**src/adc_seq_defs.svh**
```systemverilog
/*
 * Constants of the serial command sequencer: opcodes, configuration
 * field positions, reset values and timing counts.
 * Assumes a 25 MHz system clock and a link clock well below it.
 */
// Notes on behaviour
// - opcode 06h resets the device; host then waits 50 us plus 32 clocks.
// - opcode 43h is followed by four configuration bytes that get stored.
// - opcode 23h returns all configuration registers on the serial output.
// - opcode 08h starts conversions; continuous mode keeps producing results.
// - host waits before deselect; rising chip select resets the interface.
// - a new result drives data_ready_n low; host waits for that edge.
// - sixteen clock rising edges in one frame shift the result out.
// - opcode 02h stops conversions and enters power-down.
// - with amplifier bypass only gains 1, 2, 4; higher gains enable it.
// - input selector pattern 1110 shorts both inputs at mid-supply.
// - ready pin mode 1 also signals readiness on the shared data pin.
// - outgoing data changes on rising edges, incoming sampled on falling.
`ifndef ADC_SEQ_DEFS_SVH
`define ADC_SEQ_DEFS_SVH

`define OP_RESET 8'h06
`define OP_WRCFG 8'h43
`define OP_RDCFG 8'h23
`define OP_START 8'h08
`define OP_SLEEP 8'h02

// configuration word, first written byte in bits 31:24
`define CFG_RESET 32'h0000_0000
`define CFG_SEL_HI 31
`define CFG_SEL_LO 28
`define CFG_GAIN_HI 27
`define CFG_GAIN_LO 25
`define CFG_BYPASS 24
`define CFG_CONT 18
`define CFG_RDY_MODE 1
`define SEL_SHORTED 4'hE
`define GAIN_MAX_BYPASS 3'h2

`define DATA_W 16
`define FIFO_DEPTH 8
`define RESULT_BITS 6'd16
`define CFG_BITS 6'd32

// wait after reset: 50 us plus 32 internal clock periods
`define CLK_SYS_NS 40
`define RESET_WAIT_US 50
`define INT_CLK_NS 250
`define INT_CLK_COUNT 32
`define RESET_WAIT_CYC ((`RESET_WAIT_US * 1000 + `INT_CLK_COUNT * \
	`INT_CLK_NS + `CLK_SYS_NS - 1) / `CLK_SYS_NS)
`define BUSY_W 11

`endif

```
**src/adc_seq_pkg.sv**
```systemverilog
/*
 * Types of the serial command sequencer.
 * Assumes nothing beyond the constants header.
 */
package adc_seq_pkg;
	// serial command state
	typedef enum logic [0:0] {ST_CMD, ST_WR} seq_state_t;

	// device status carried to the user side
	typedef struct packed {
		logic busy;
		logic converting;
		logic powered_down;
		logic amp_enabled;
		logic inputs_shorted;
	} status_t;
endpackage

```
**src/adc_serial_command_sequencer.sv**
```systemverilog
/*
 * Serial command sequencer of a sensor converter: link slave in clock
 * mode 1, opcode decode, configuration store, result readout and
 * data-ready signalling.
 * Assumes link pins asynchronous to clk_sys and a link clock at least
 * eight times slower; results arrive on a valid/ready stream.
 */
`include "adc_seq_defs.svh"

module adc_serial_command_sequencer (
	input wire logic clk_sys,
	input wire logic rst,
	input wire logic cs_n,
	input wire logic sclk,
	input wire logic din,
	output logic shared_data_out_ready,
	output logic shared_data_out_ready_oe,
	output logic data_ready_n,
	input wire logic [`DATA_W-1:0] sample_data,
	input wire logic sample_valid,
	output logic sample_ready,
	output logic [31:0] config_out,
	output adc_seq_pkg::status_t status
);
	import adc_seq_pkg::*;

	logic [2:0] sy1_ff;
	logic [2:0] sy2_ff;
	logic [2:0] prev_ff;
	logic [2:0] rx_cnt_ff;
	logic [6:0] rx_sh_ff;
	seq_state_t state_ff;
	logic [1:0] wr_idx_ff;
	logic [23:0] wr_sh_ff;
	logic [31:0] cfg_ff;
	logic [`BUSY_W-1:0] busy_cnt_ff;
	logic converting_ff;
	logic powered_down_ff;
	logic amp_enabled_ff;
	logic inputs_shorted_ff;
	logic loaded_ff;
	logic rd_cfg_ff;
	logic [5:0] out_cnt_ff;
	logic [31:0] out_sh_ff;
	logic dout_ff;
	logic dout_oe_ff;
	logic ready_n_ff;
	status_t status_ff;
	logic fifo_valid;
	logic fifo_in_ready;
	logic [`DATA_W-1:0] fifo_data;

	// synchronised pins and link clock edges
	wire cs_s = sy2_ff[0];
	wire din_s = sy2_ff[2];
	wire active = ~cs_s;
	wire sclk_rise = active & sy2_ff[1] & ~prev_ff[1];
	wire sclk_fall = active & ~sy2_ff[1] & prev_ff[1];
	wire cs_rise = sy2_ff[0] & ~prev_ff[0];

	// byte assembly and opcode decode
	wire byte_done = sclk_fall & (rx_cnt_ff == 3'd7);
	wire [7:0] rx_byte = {rx_sh_ff, din_s};
	wire busy_w = busy_cnt_ff != '0;
	wire cmd_ok = byte_done & ~busy_w & (state_ff == ST_CMD);
	wire is_reset = cmd_ok & (rx_byte == `OP_RESET);
	wire is_wrcfg = cmd_ok & (rx_byte == `OP_WRCFG);
	wire is_rdcfg = cmd_ok & (rx_byte == `OP_RDCFG);
	wire is_start = cmd_ok & (rx_byte == `OP_START);
	wire is_sleep = cmd_ok & (rx_byte == `OP_SLEEP);
	wire wr_byte = byte_done & ~busy_w & (state_ff == ST_WR);
	wire wr_last = wr_byte & (wr_idx_ff == 2'd3);

	// configuration fields and derived controls
	wire cont_mode = cfg_ff[`CFG_CONT];
	wire ready_mode = cfg_ff[`CFG_RDY_MODE];
	wire [2:0] gain_code = cfg_ff[`CFG_GAIN_HI:`CFG_GAIN_LO];
	wire [3:0] sel_code = cfg_ff[`CFG_SEL_HI:`CFG_SEL_LO];
	wire nxt_amp_en = ~cfg_ff[`CFG_BYPASS] | (gain_code > `GAIN_MAX_BYPASS);

	// result path: capture while converting, load at a byte boundary
	wire push = sample_valid & fifo_in_ready & converting_ff;
	wire load_w = active & ~loaded_ff & ~busy_w & fifo_valid
		& (state_ff == ST_CMD) & (rx_cnt_ff == 3'd0);
	wire [5:0] out_len = rd_cfg_ff ? `CFG_BITS : `RESULT_BITS;
	wire out_done = loaded_ff & sclk_fall & (out_cnt_ff == out_len);
	// a result leaves the fifo only once all its bits went out
	wire result_taken = out_done & ~rd_cfg_ff;
	wire result_held = loaded_ff & ~rd_cfg_ff;
	wire waiting = fifo_valid & ~result_held & ~load_w;

	// top-level outputs, all from flops
	assign shared_data_out_ready = dout_ff;
	assign shared_data_out_ready_oe = dout_oe_ff;
	assign data_ready_n = ready_n_ff;
	assign config_out = cfg_ff;
	assign status = status_ff;
	assign sample_ready = fifo_in_ready;

	// two-stage synchronisers for select, clock and data
	always_ff @(posedge clk_sys)
	begin
		sy1_ff <= {din, sclk, cs_n};
		sy2_ff <= rst ? 3'h1 : sy1_ff; // idle: deselected, clock low
		prev_ff <= rst ? 3'h1 : sy2_ff;
	end

	// input shift on falling edges; deselect clears it
	always_ff @(posedge clk_sys)
	begin
		if (rst || !active)
		begin
			rx_cnt_ff <= 3'h0;
			rx_sh_ff <= 7'h00;
		end
		else if (sclk_fall)
		begin
			rx_cnt_ff <= 3'(rx_cnt_ff + 1'b1);
			rx_sh_ff <= rx_byte[6:0];
		end
	end

	// command state and write byte index
	always_ff @(posedge clk_sys)
	begin
		if (rst || !active)
			state_ff <= ST_CMD;
		else if (is_wrcfg)
			state_ff <= ST_WR;
		else if (wr_last)
			state_ff <= ST_CMD;
		if (rst || !active || is_wrcfg)
			wr_idx_ff <= 2'd0;
		else if (wr_byte)
			wr_idx_ff <= 2'(wr_idx_ff + 1'b1);
	end

	// configuration store, committed after the fourth byte
	always_ff @(posedge clk_sys)
	begin
		if (rst || is_reset)
			cfg_ff <= `CFG_RESET;
		else if (wr_last)
			cfg_ff <= {wr_sh_ff, rx_byte};
		if (rst)
			wr_sh_ff <= 24'h000000;
		else if (wr_byte)
			wr_sh_ff <= {wr_sh_ff[15:0], rx_byte};
	end

	// wait after power-up or reset opcode; commands ignored meanwhile
	always_ff @(posedge clk_sys)
	begin
		if (rst || is_reset)
			busy_cnt_ff <= `BUSY_W'(`RESET_WAIT_CYC);
		else if (busy_w)
			busy_cnt_ff <= `BUSY_W'(busy_cnt_ff - 1'b1);
	end

	// conversion and power-down control; start wins over a clear
	always_ff @(posedge clk_sys)
	begin
		if (rst)
			converting_ff <= 1'b0;
		else if (is_start)
			converting_ff <= 1'b1;
		else if (is_sleep || is_reset || (push && !cont_mode))
			converting_ff <= 1'b0;
		if (rst || is_reset || is_start)
			powered_down_ff <= 1'b0;
		else if (is_sleep)
			powered_down_ff <= 1'b1;
	end

	// amplifier and input selection decode
	always_ff @(posedge clk_sys)
	begin
		amp_enabled_ff <= rst ? 1'b1 : nxt_amp_en;
		inputs_shorted_ff <= ~rst & (sel_code == `SEL_SHORTED);
	end

	// output shift register: result or configuration readout
	always_ff @(posedge clk_sys)
	begin
		if (rst || !active)
		begin
			loaded_ff <= 1'b0;
			rd_cfg_ff <= 1'b0;
			out_cnt_ff <= 6'd0;
			out_sh_ff <= 32'h0000_0000;
		end
		else if (is_rdcfg)
		begin
			loaded_ff <= 1'b1;
			rd_cfg_ff <= 1'b1;
			out_cnt_ff <= 6'd0;
			out_sh_ff <= cfg_ff;
		end
		else if (load_w)
		begin
			loaded_ff <= 1'b1;
			rd_cfg_ff <= 1'b0;
			out_cnt_ff <= 6'd0;
			out_sh_ff <= {fifo_data, 16'h0000};
		end
		else if (out_done)
			loaded_ff <= 1'b0;
		else if (loaded_ff && sclk_rise)
		begin
			out_cnt_ff <= 6'(out_cnt_ff + 1'b1);
			out_sh_ff <= {out_sh_ff[30:0], 1'b0};
		end
	end

	// shared data pin: shifted bit, or ready indication when idle
	always_ff @(posedge clk_sys)
	begin
		if (rst)
			dout_ff <= 1'b1;
		else if (loaded_ff && sclk_rise)
			dout_ff <= out_sh_ff[31];
		else if (!loaded_ff)
			dout_ff <= ready_mode ? ready_n_ff : 1'b1;
		dout_oe_ff <= ~rst & active;
	end

	// data ready: low while an unread result waits, high once it is loaded for readout
	always_ff @(posedge clk_sys)
	begin
		ready_n_ff <= rst | ~waiting;
		status_ff <= rst ? '0 : {busy_w, converting_ff, powered_down_ff,
			amp_enabled_ff, inputs_shorted_ff};
	end

	result_fifo #(.WIDTH(`DATA_W), .DEPTH(`FIFO_DEPTH)) u_fifo (
		.clk_sys(clk_sys),
		.rst(rst),
		.flush(is_reset),
		.in_valid(sample_valid & converting_ff),
		.in_ready(fifo_in_ready),
		.in_data(sample_data),
		.out_valid(fifo_valid),
		.out_ready(result_taken),
		.out_data(fifo_data)
	);
endmodule

```
**src/result_fifo.sv**
```systemverilog
/*
 * Synchronous FIFO for conversion results, valid and ready on both sides.
 * Assumes one clock and a synchronous active-high reset.
 */
module result_fifo #(
	parameter int WIDTH = 16,
	parameter int DEPTH = 8
) (
	input wire logic clk_sys,
	input wire logic rst,
	input wire logic flush,
	input wire logic in_valid,
	output logic in_ready,
	input wire logic [WIDTH-1:0] in_data,
	output logic out_valid,
	input wire logic out_ready,
	output logic [WIDTH-1:0] out_data
);
	localparam int AW = $clog2(DEPTH);

	logic [WIDTH-1:0] mem [DEPTH];
	logic [AW-1:0] wr_ptr_ff;
	logic [AW-1:0] rd_ptr_ff;
	logic [AW:0] count_ff;
	logic in_ready_ff;
	logic out_valid_ff;
	wire push = in_valid & in_ready_ff;
	wire pop = out_valid_ff & out_ready;
	wire [AW:0] nxt_count = (AW+1)'(count_ff + {{AW{1'b0}}, push}
		- {{AW{1'b0}}, pop});

	// handshake outputs
	assign in_ready = in_ready_ff;
	assign out_valid = out_valid_ff;
	assign out_data = mem[rd_ptr_ff];

	// storage
	always_ff @(posedge clk_sys)
	begin
		if (push)
			mem[wr_ptr_ff] <= in_data;
	end

	// pointers and fill level
	always_ff @(posedge clk_sys)
	begin
		if (rst || flush)
		begin
			wr_ptr_ff <= '0;
			rd_ptr_ff <= '0;
			count_ff <= '0;
			in_ready_ff <= 1'b1;
			out_valid_ff <= 1'b0;
		end
		else
		begin
			wr_ptr_ff <= push ? AW'(wr_ptr_ff + 1'b1) : wr_ptr_ff;
			rd_ptr_ff <= pop ? AW'(rd_ptr_ff + 1'b1) : rd_ptr_ff;
			count_ff <= nxt_count;
			in_ready_ff <= nxt_count != (AW+1)'(DEPTH);
			out_valid_ff <= nxt_count != '0;
		end
	end
endmodule

```
**config.mk**
```make
export PLATFORM = sky130hd
export DESIGN_NAME = adc_serial_command_sequencer
export DESIGN_NICKNAME = d
export VERILOG_FILES = /design/src/adc_seq_pkg.sv /design/src/adc_serial_command_sequencer.sv /design/src/result_fifo.sv
export VERILOG_INCLUDE_DIRS = /design/src
export SDC_FILE = /design/constraint.sdc
export NUM_CORES = 1
export LEC_CHECK = 0
export ABC_AREA = 1
export ABC_CLOCK_PERIOD_IN_PS = 3850
export BUFFER_PORTS_ARGS = -buffer_cell sky130_fd_sc_hd__buf_2
export CAP_MARGIN = 15
export CORE_ASPECT_RATIO = 0.75
export CORE_MARGIN = 8
export CORE_UTILIZATION = 28
export CTS_CLUSTER_SIZE = 14
export DETAILED_ROUTE_END_ITERATION = 16
export SYNTH_ARGS = -nofsm -noshare
export SYNTH_HDL_FRONTEND = slang
export SYNTH_SLANG_ARGS = --single-unit
```
**constraint.sdc**
```tcl
create_clock -name clk_sys -period 3.85 [get_ports clk_sys]
set_clock_uncertainty 0.1 [all_clocks]
set_input_delay 0.77 -clock clk_sys [delete_from_list [all_inputs] [get_ports clk_sys]]
set_output_delay 0.77 -clock clk_sys [all_outputs]
set_load 0.03 [all_outputs]
```
**Word-level counts from Yosys, hierarchy flattened**

Memory sizes are Yosys's and may differ from the RTL's. A register that Yosys moved wholly into a read port is not among the register bits.
Index checks and enable logic that the tools add are counted.

- Add/subtract/negate cells: 8
- Equality and inequality tests: 12
- Reductions and logical operators: 20
- Muxes and demuxes: 21
- Order comparisons: 1
- Bitwise logic cells: 47

Operators with widths:

| kind | number |
|---|---|
| $mux W32 | 4 |
| $and A1 B1 Y1 | 32 |
| $mux W1 | 14 |
| $not A1 Y1 | 13 |
| $reduce_bool A11 Y1 | 1 |
| $sub A11 B1 Y11 const B | 1 |
| $add A3 B1 Y3 const B | 3 |
| $eq A8 B2 Y1 const B | 1 |
| $eq A8 B3 Y1 const B | 1 |
| $eq A8 B4 Y1 const B | 1 |
| $eq A8 B6 Y1 const B | 1 |
| $eq A8 B7 Y1 const B | 1 |
| $add A6 B1 Y6 const B | 1 |
| $eq A6 B6 Y1 | 1 |
| $logic_or A1 B1 Y1 | 6 |
| $mux W3 | 2 |
| $mux W6 | 1 |
| $reduce_bool A2 Y1 | 3 |
| $reduce_bool A3 Y1 | 2 |
| $add A4 B1 Y4 | 1 |
| $eq A4 B4 Y1 const B | 1 |
| $ne A4 B4 Y1 const B | 1 |
| $reduce_and A2 Y1 | 2 |
| $reduce_bool A4 Y1 | 1 |
| 12 further kinds | 14 |

- Output and inout bits: 41
- Register bits after elaboration: 152
- Word-level logic and storage cells: 141
- Bits of input ports: 22
- RAM bits: 128
- Memories: 1

Memories:

| memory | depth | width | rd ports | clocked after memory_dff | wr ports | line | RTL |
|---|---|---|---|---|---|---|---|
| u_fifo.mem | 8 | 16 | 1 | 1 | 1 | result_fifo.sv:21 | `logic [WIDTH-1:0] mem [DEPTH];` |

**Depth between registers and ports, before layout**

- Depth in word-level cells: 11
- Mapped depth: 15
- Depth with buffers taken out: 15

**Modules after synthesis**

A second synthesis with hierarchy kept.

- Cell total of the unflattened synthesis: 1611
- Area total of the unflattened synthesis: 12726.0 um^2

By module, submodules not included:

| module | cells an instance | sequential area each (um^2) | area an instance (um^2) | times used |
|---|---|---|---|---|
| adc_serial_command_sequencer | 957 | 2782.7 | 6511.2 | 1 |
| result_fifo | 654 | 4144.0 | 6214.7 | 1 |

**Worst setup path after synthesis**

OpenSTA, ideal clock, no wires.

- Path type: in2reg
- Start point: in sample_valid
- End point: mem u_fifo.mem[0][0], enable pin
- Slack: 1443 ps
- Data arrival time: 1919 ps
- Stages on the path: 3
- Buffers on the path: 0
- Library setup time: 388 ps
- Cell sequence: nand3_1 > or2_2 > nor2_1

- Cells in the longest elaborated chain, start to end: 4

Ends and longest elaborated chain:

| what | line | RTL |
|---|---|---|
| start, declared | adc_serial_command_sequencer.sv:20 | `input wire logic sample_valid,` |
| $and A1 B1 Y1 | adc_serial_command_sequencer.sv:239 | `.in_valid(sample_valid & converting_ff),` |
| $and A1 B1 Y1 | result_fifo.sv:27 | `wire push = in_valid & in_ready_ff;` |
| $mux W1 | result_fifo.sv:40 | `if (push)` |
| $mux W1 (not written as such) | result_fifo.sv:41 | `mem[wr_ptr_ff] <= in_data;` |
| end, declared | result_fifo.sv:21 |  |

Every way passes these cells.

**Final worst setup path**

- Start point: reg prev_ff[1]
- End point: reg u_fifo.out_valid_ff (netlist: u_fifo.out_valid)

- Cells in the longest elaborated chain, start to end: 7
- Elaborated cells between the ends (all ways): 12

Ends and longest elaborated chain:

| what | line | RTL |
|---|---|---|
| start, declared | adc_serial_command_sequencer.sv:29 | `logic [2:0] prev_ff;` |
| start signal, assigned | adc_serial_command_sequencer.sv:105 | `prev_ff <= rst ? 3'h1 : sy2_ff;` |
| $and A1 B1 Y1 | adc_serial_command_sequencer.sv:58 | `wire sclk_fall = active & ~sy2_ff[1] & prev_ff[1];` |
| $and A1 B1 Y1 (2 in a row) | adc_serial_command_sequencer.sv:86 | `wire out_done = loaded_ff & sclk_fall & (out_cnt_ff == out_len);` |
| $and A1 B1 Y1 | adc_serial_command_sequencer.sv:88 | `wire result_taken = out_done & ~rd_cfg_ff;` |
| $and A1 B1 Y1 | result_fifo.sv:28 | `wire pop = out_valid_ff & out_ready;` |
| via u_fifo.pop | result_fifo.sv:28 |  |
| $sub A4 B1 Y4 | result_fifo.sv:30 | `- {{AW{1'b0}}, pop});` |
| $reduce_bool A4 Y1 | result_fifo.sv:61 | `out_valid_ff <= nxt_count != '0;` |
| end signal, assigned | result_fifo.sv:53 | `out_valid_ff <= 1'b0;` |
| end signal, assigned | result_fifo.sv:61 |  |
| end, declared | result_fifo.sv:26 | `logic out_valid_ff;` |

The timed path passes the listed nets, and every way through them passes these cells.
A chain may end at the register's enable or synchronous reset.

==> impl_metrics.toml <==
[final_layout]
stdcell_count = 1956
fillCellCount = 4430
drive_above_1_share = 0.1721
area_growth_pct = 14.74
final_cell_mix = "nor2_1 (185), nand2_1 (165), dfxtp_1 (153), edfxtp_1 (128)"
nets = 1389
final_common_cell = "nor2_1"

[pwr]
clkPwrFrac = 0.474
switchingPower_uw = 1285
power.internal_uw = 4891
powerDensity_nw_per_um2 = 442.8
swShare = 0.2080
ir_drop_mv = 0.3300
total_power_uw = 6176
pwr-share-seq = 0.510
p_leak_uw = 0.005207
combPwrFrac = 0.017

[routing]
wl_met3_um = 1314
drc = 0
dr_total_vias = 9145
top_layer = "met4"
first_pass_iters = 4
initialDrtViolationCount = 697
wl_met2_um = 13660
avgRoutedWirePerCell_um = 15.94
wl_um = 31180
via_per_inst = 4.675
wl_met1_um = 15640
ant_nets = 0

[synth]
yosys.cell_types.count = 46
synthFlopType = "dfxtp_1"
synth-async-reset-ratio = 0
synthesis.area_sq_um = 12160
synth_cells = 1313
synth_nets = 1350
yosys_warnings = 0
synth-seq-cells = 282
synth_edf_count = 128
ys_seq_area_frac = 0.5698
syn_area_per_cell_sq_um = 9.259

[clocking]
cts_buffers = 31
clock-sinks = 282
cts_hold_buffers = 0
clk_path_buf_depth = 3
post_cts_buffers = 0
ctsResizeCount = 0
root_buffer = "clkbuf_16"
tritoncts = "built"
htree_levels = 1
clk_pin_slew_ns = 0.06
clk-insertion-delay-late_ns = 0.57

[timing]
period_minus_slack_ns = 3.034
timing.slew.headroom = 0.3580
rsz0062_at_grt = "false"
tightest_slew_ns = 0.9631
finalHoldViolations = 0
setup_viol = 0
slew_violations = 0
fin_tns_setup_ns = 0
max_freq_mhz = 329.6
finalCritPeriodShare = 0.7879

[setup_path]
critPathMaxFanout = 15
cp_num_buf_inv = 2
path_cells = "nand3_1 -> nor2_1 -> nand2_1 -> nor3_2 -> ha_1 -> inv_1 -> ha_1 -> inv_1 -> fa_1 -> nand2_1 -> nor2_1 -> a21oi_1"
slowest_delay_ns = 0.50
slowest_stage = "fa_1"
end_kind = "register"
critPathKind = "register to register"
startpoint_type = "register"
critPathRequiredTime_ns = 4.20
cp.arrival_ns = 3.38
cpLargestDelayFamily = "simple AND/OR/NAND/NOR gates"

[hold_path]
min_path_type = "input pin to register"

[global_routing]
antenna_found_initial = 1
grt_usage = 0.1189
overflow = 0
grt_pass1_wl_um = 49220
grt_pass1_vias = 8680
grt_max_degree = 65

[floorplan]
core_area_sq_um = 43110
io_pins = 63
die_area_sq_um = 50410
initial_utilization = 0.2820
fp-row-count = 66
die_h_um = 196.5
die_w_um = 256.6

[place]
place_congestion = 0.7786
hpwl_um = 20180
port_buffers = 62
dp.cells = 1896

[status]
outcome = "finished clean"

[run]
cap_violations = 0
worst paths after layout:
check,start,end,slack [ns],cells after the start
worst max-delay path,prev_ff[1],u_fifo.out_valid,0.82,12
worst min-delay path,din,sy1_ff[2],0.21,1
worst max register to register,prev_ff[1],u_fifo.out_valid,0.82,12
worst min register to register,amp_enabled_ff,status[1],0.30,2
power groups by stage:
stage               combinational, uW  sequential, uW  clock [uW]
finish                            103            3150        2920
global route                      113            3150        3100
CTS                               103            3150        2990
detailed placement                102            3210           0
global placement                 99.3            3210           0
floorplan                        54.1            3210           0
cell type report:
| class | count | area (sq um) | share of cell area |
|---|---|---|---|
| multi-input combinational | 840 | 4369 | 0.3132 |
| tap | 578 | 723.2 | 0.05185 |
| inverter | 115 | 434.2 | 0.03113 |
| clock buffer | 49 | 933.4 | 0.06692 |
| sequential | 282 | 6928 | 0.4967 |
| clock inverter | 9 | 90.09 | 0.006459 |
| timing repair buffer | 82 | 467.9 | 0.03355 |
| antenna | 1 | 2.502 | 0.0001794 |
routing by layer:
metal,up-vias,GRT usage
met5,-,0
met3,41,0.01827
met4,0,0.02866
met1,4390,0.1759
met2,200,0.1801
li1,4514,-
through the flow:
stage | setup WS [ns] | instance area (sq um) | hold WS, ns | utilization
2_1_floorplan | 1.443 | 12160 | 0.2883 | -
4_1_cts | 0.8560 | 13930 | 0.1945 | 0.3232
5_1_grt | 0.5403 | 13950 | 0.1986 | 0.3236
6_report | 0.8164 | 13950 | 0.2121 | 0.3236
3_5_place_dp | 0.8721 | 12910 | 0.2948 | 0.2994
3_3_place_gp | 0.9907 | 12910 | 0.2909 | 0.2994
worst register-to-register path: stages, from the launching register on:
cell	delay, ns
dfxtp_1	0.49
nand3_1	0.44
nor2_1	0.22
nand2_1	0.11
nor3_2	0.21
ha_1	0.27
inv_1	0.06
ha_1	0.16
inv_1	0.06
fa_1	0.50
nand2_1	0.07
nor2_1	0.15
a21oi_1	0.09
logic make-up after synthesis:
| group | share of synthesized area |
|---|---|
| and+or+nand+nor | 0.2237 |
| DFF | 0.5698 |
| AOI/OAI and AO/OA | 0.1097 |
| buffers and inverters | 0.07143 |
| adders and majority gates | 0.01606 |
| xor gates and xnor gates | 0.009366 |
registers in the layout, summed over array words and instances (netlist names), 4 cells and up, named ones only:
signal	count
u_fifo.count_ff	4
rx_sh_ff	7
status	5
out_cnt_ff	6
busy_cnt_ff	11
wr_sh_ff	24
u_fifo.mem	128
out_sh_ff	32
config_out	32
synth_stat cells, types with 3 or more instances:
library cell  number  share of area
o21ai_1           11         0.0045
xor2_1            10         0.0072
buf_1              4         0.0012
nor2_1           186          0.057
nand2_2            5         0.0026
ha_1              14          0.014
dfxtp_1          154           0.25
nor2_2            12         0.0062
nand3_4            3         0.0043
or2_2             17         0.0087
buf_4              6         0.0037
o21ai_0          107          0.044
nand3_2            4         0.0033
clkbuf_1          31         0.0096
nor3_2             3         0.0025
xnor2_1            3         0.0022
o21ai_2           14          0.010
nand3_1          107          0.044
nand4_1           42          0.022
inv_2             18         0.0056
nand2_1          165          0.051
buf_2             22         0.0091
nor2_4             7         0.0065
buf_6             10         0.0093
a21oi_1           85          0.035
inv_1             95          0.029
a21oi_2           16          0.012
nor3_1            11         0.0045
edfxtp_1         128           0.32
No activity file was read; power rests on OpenSTA's default activity.
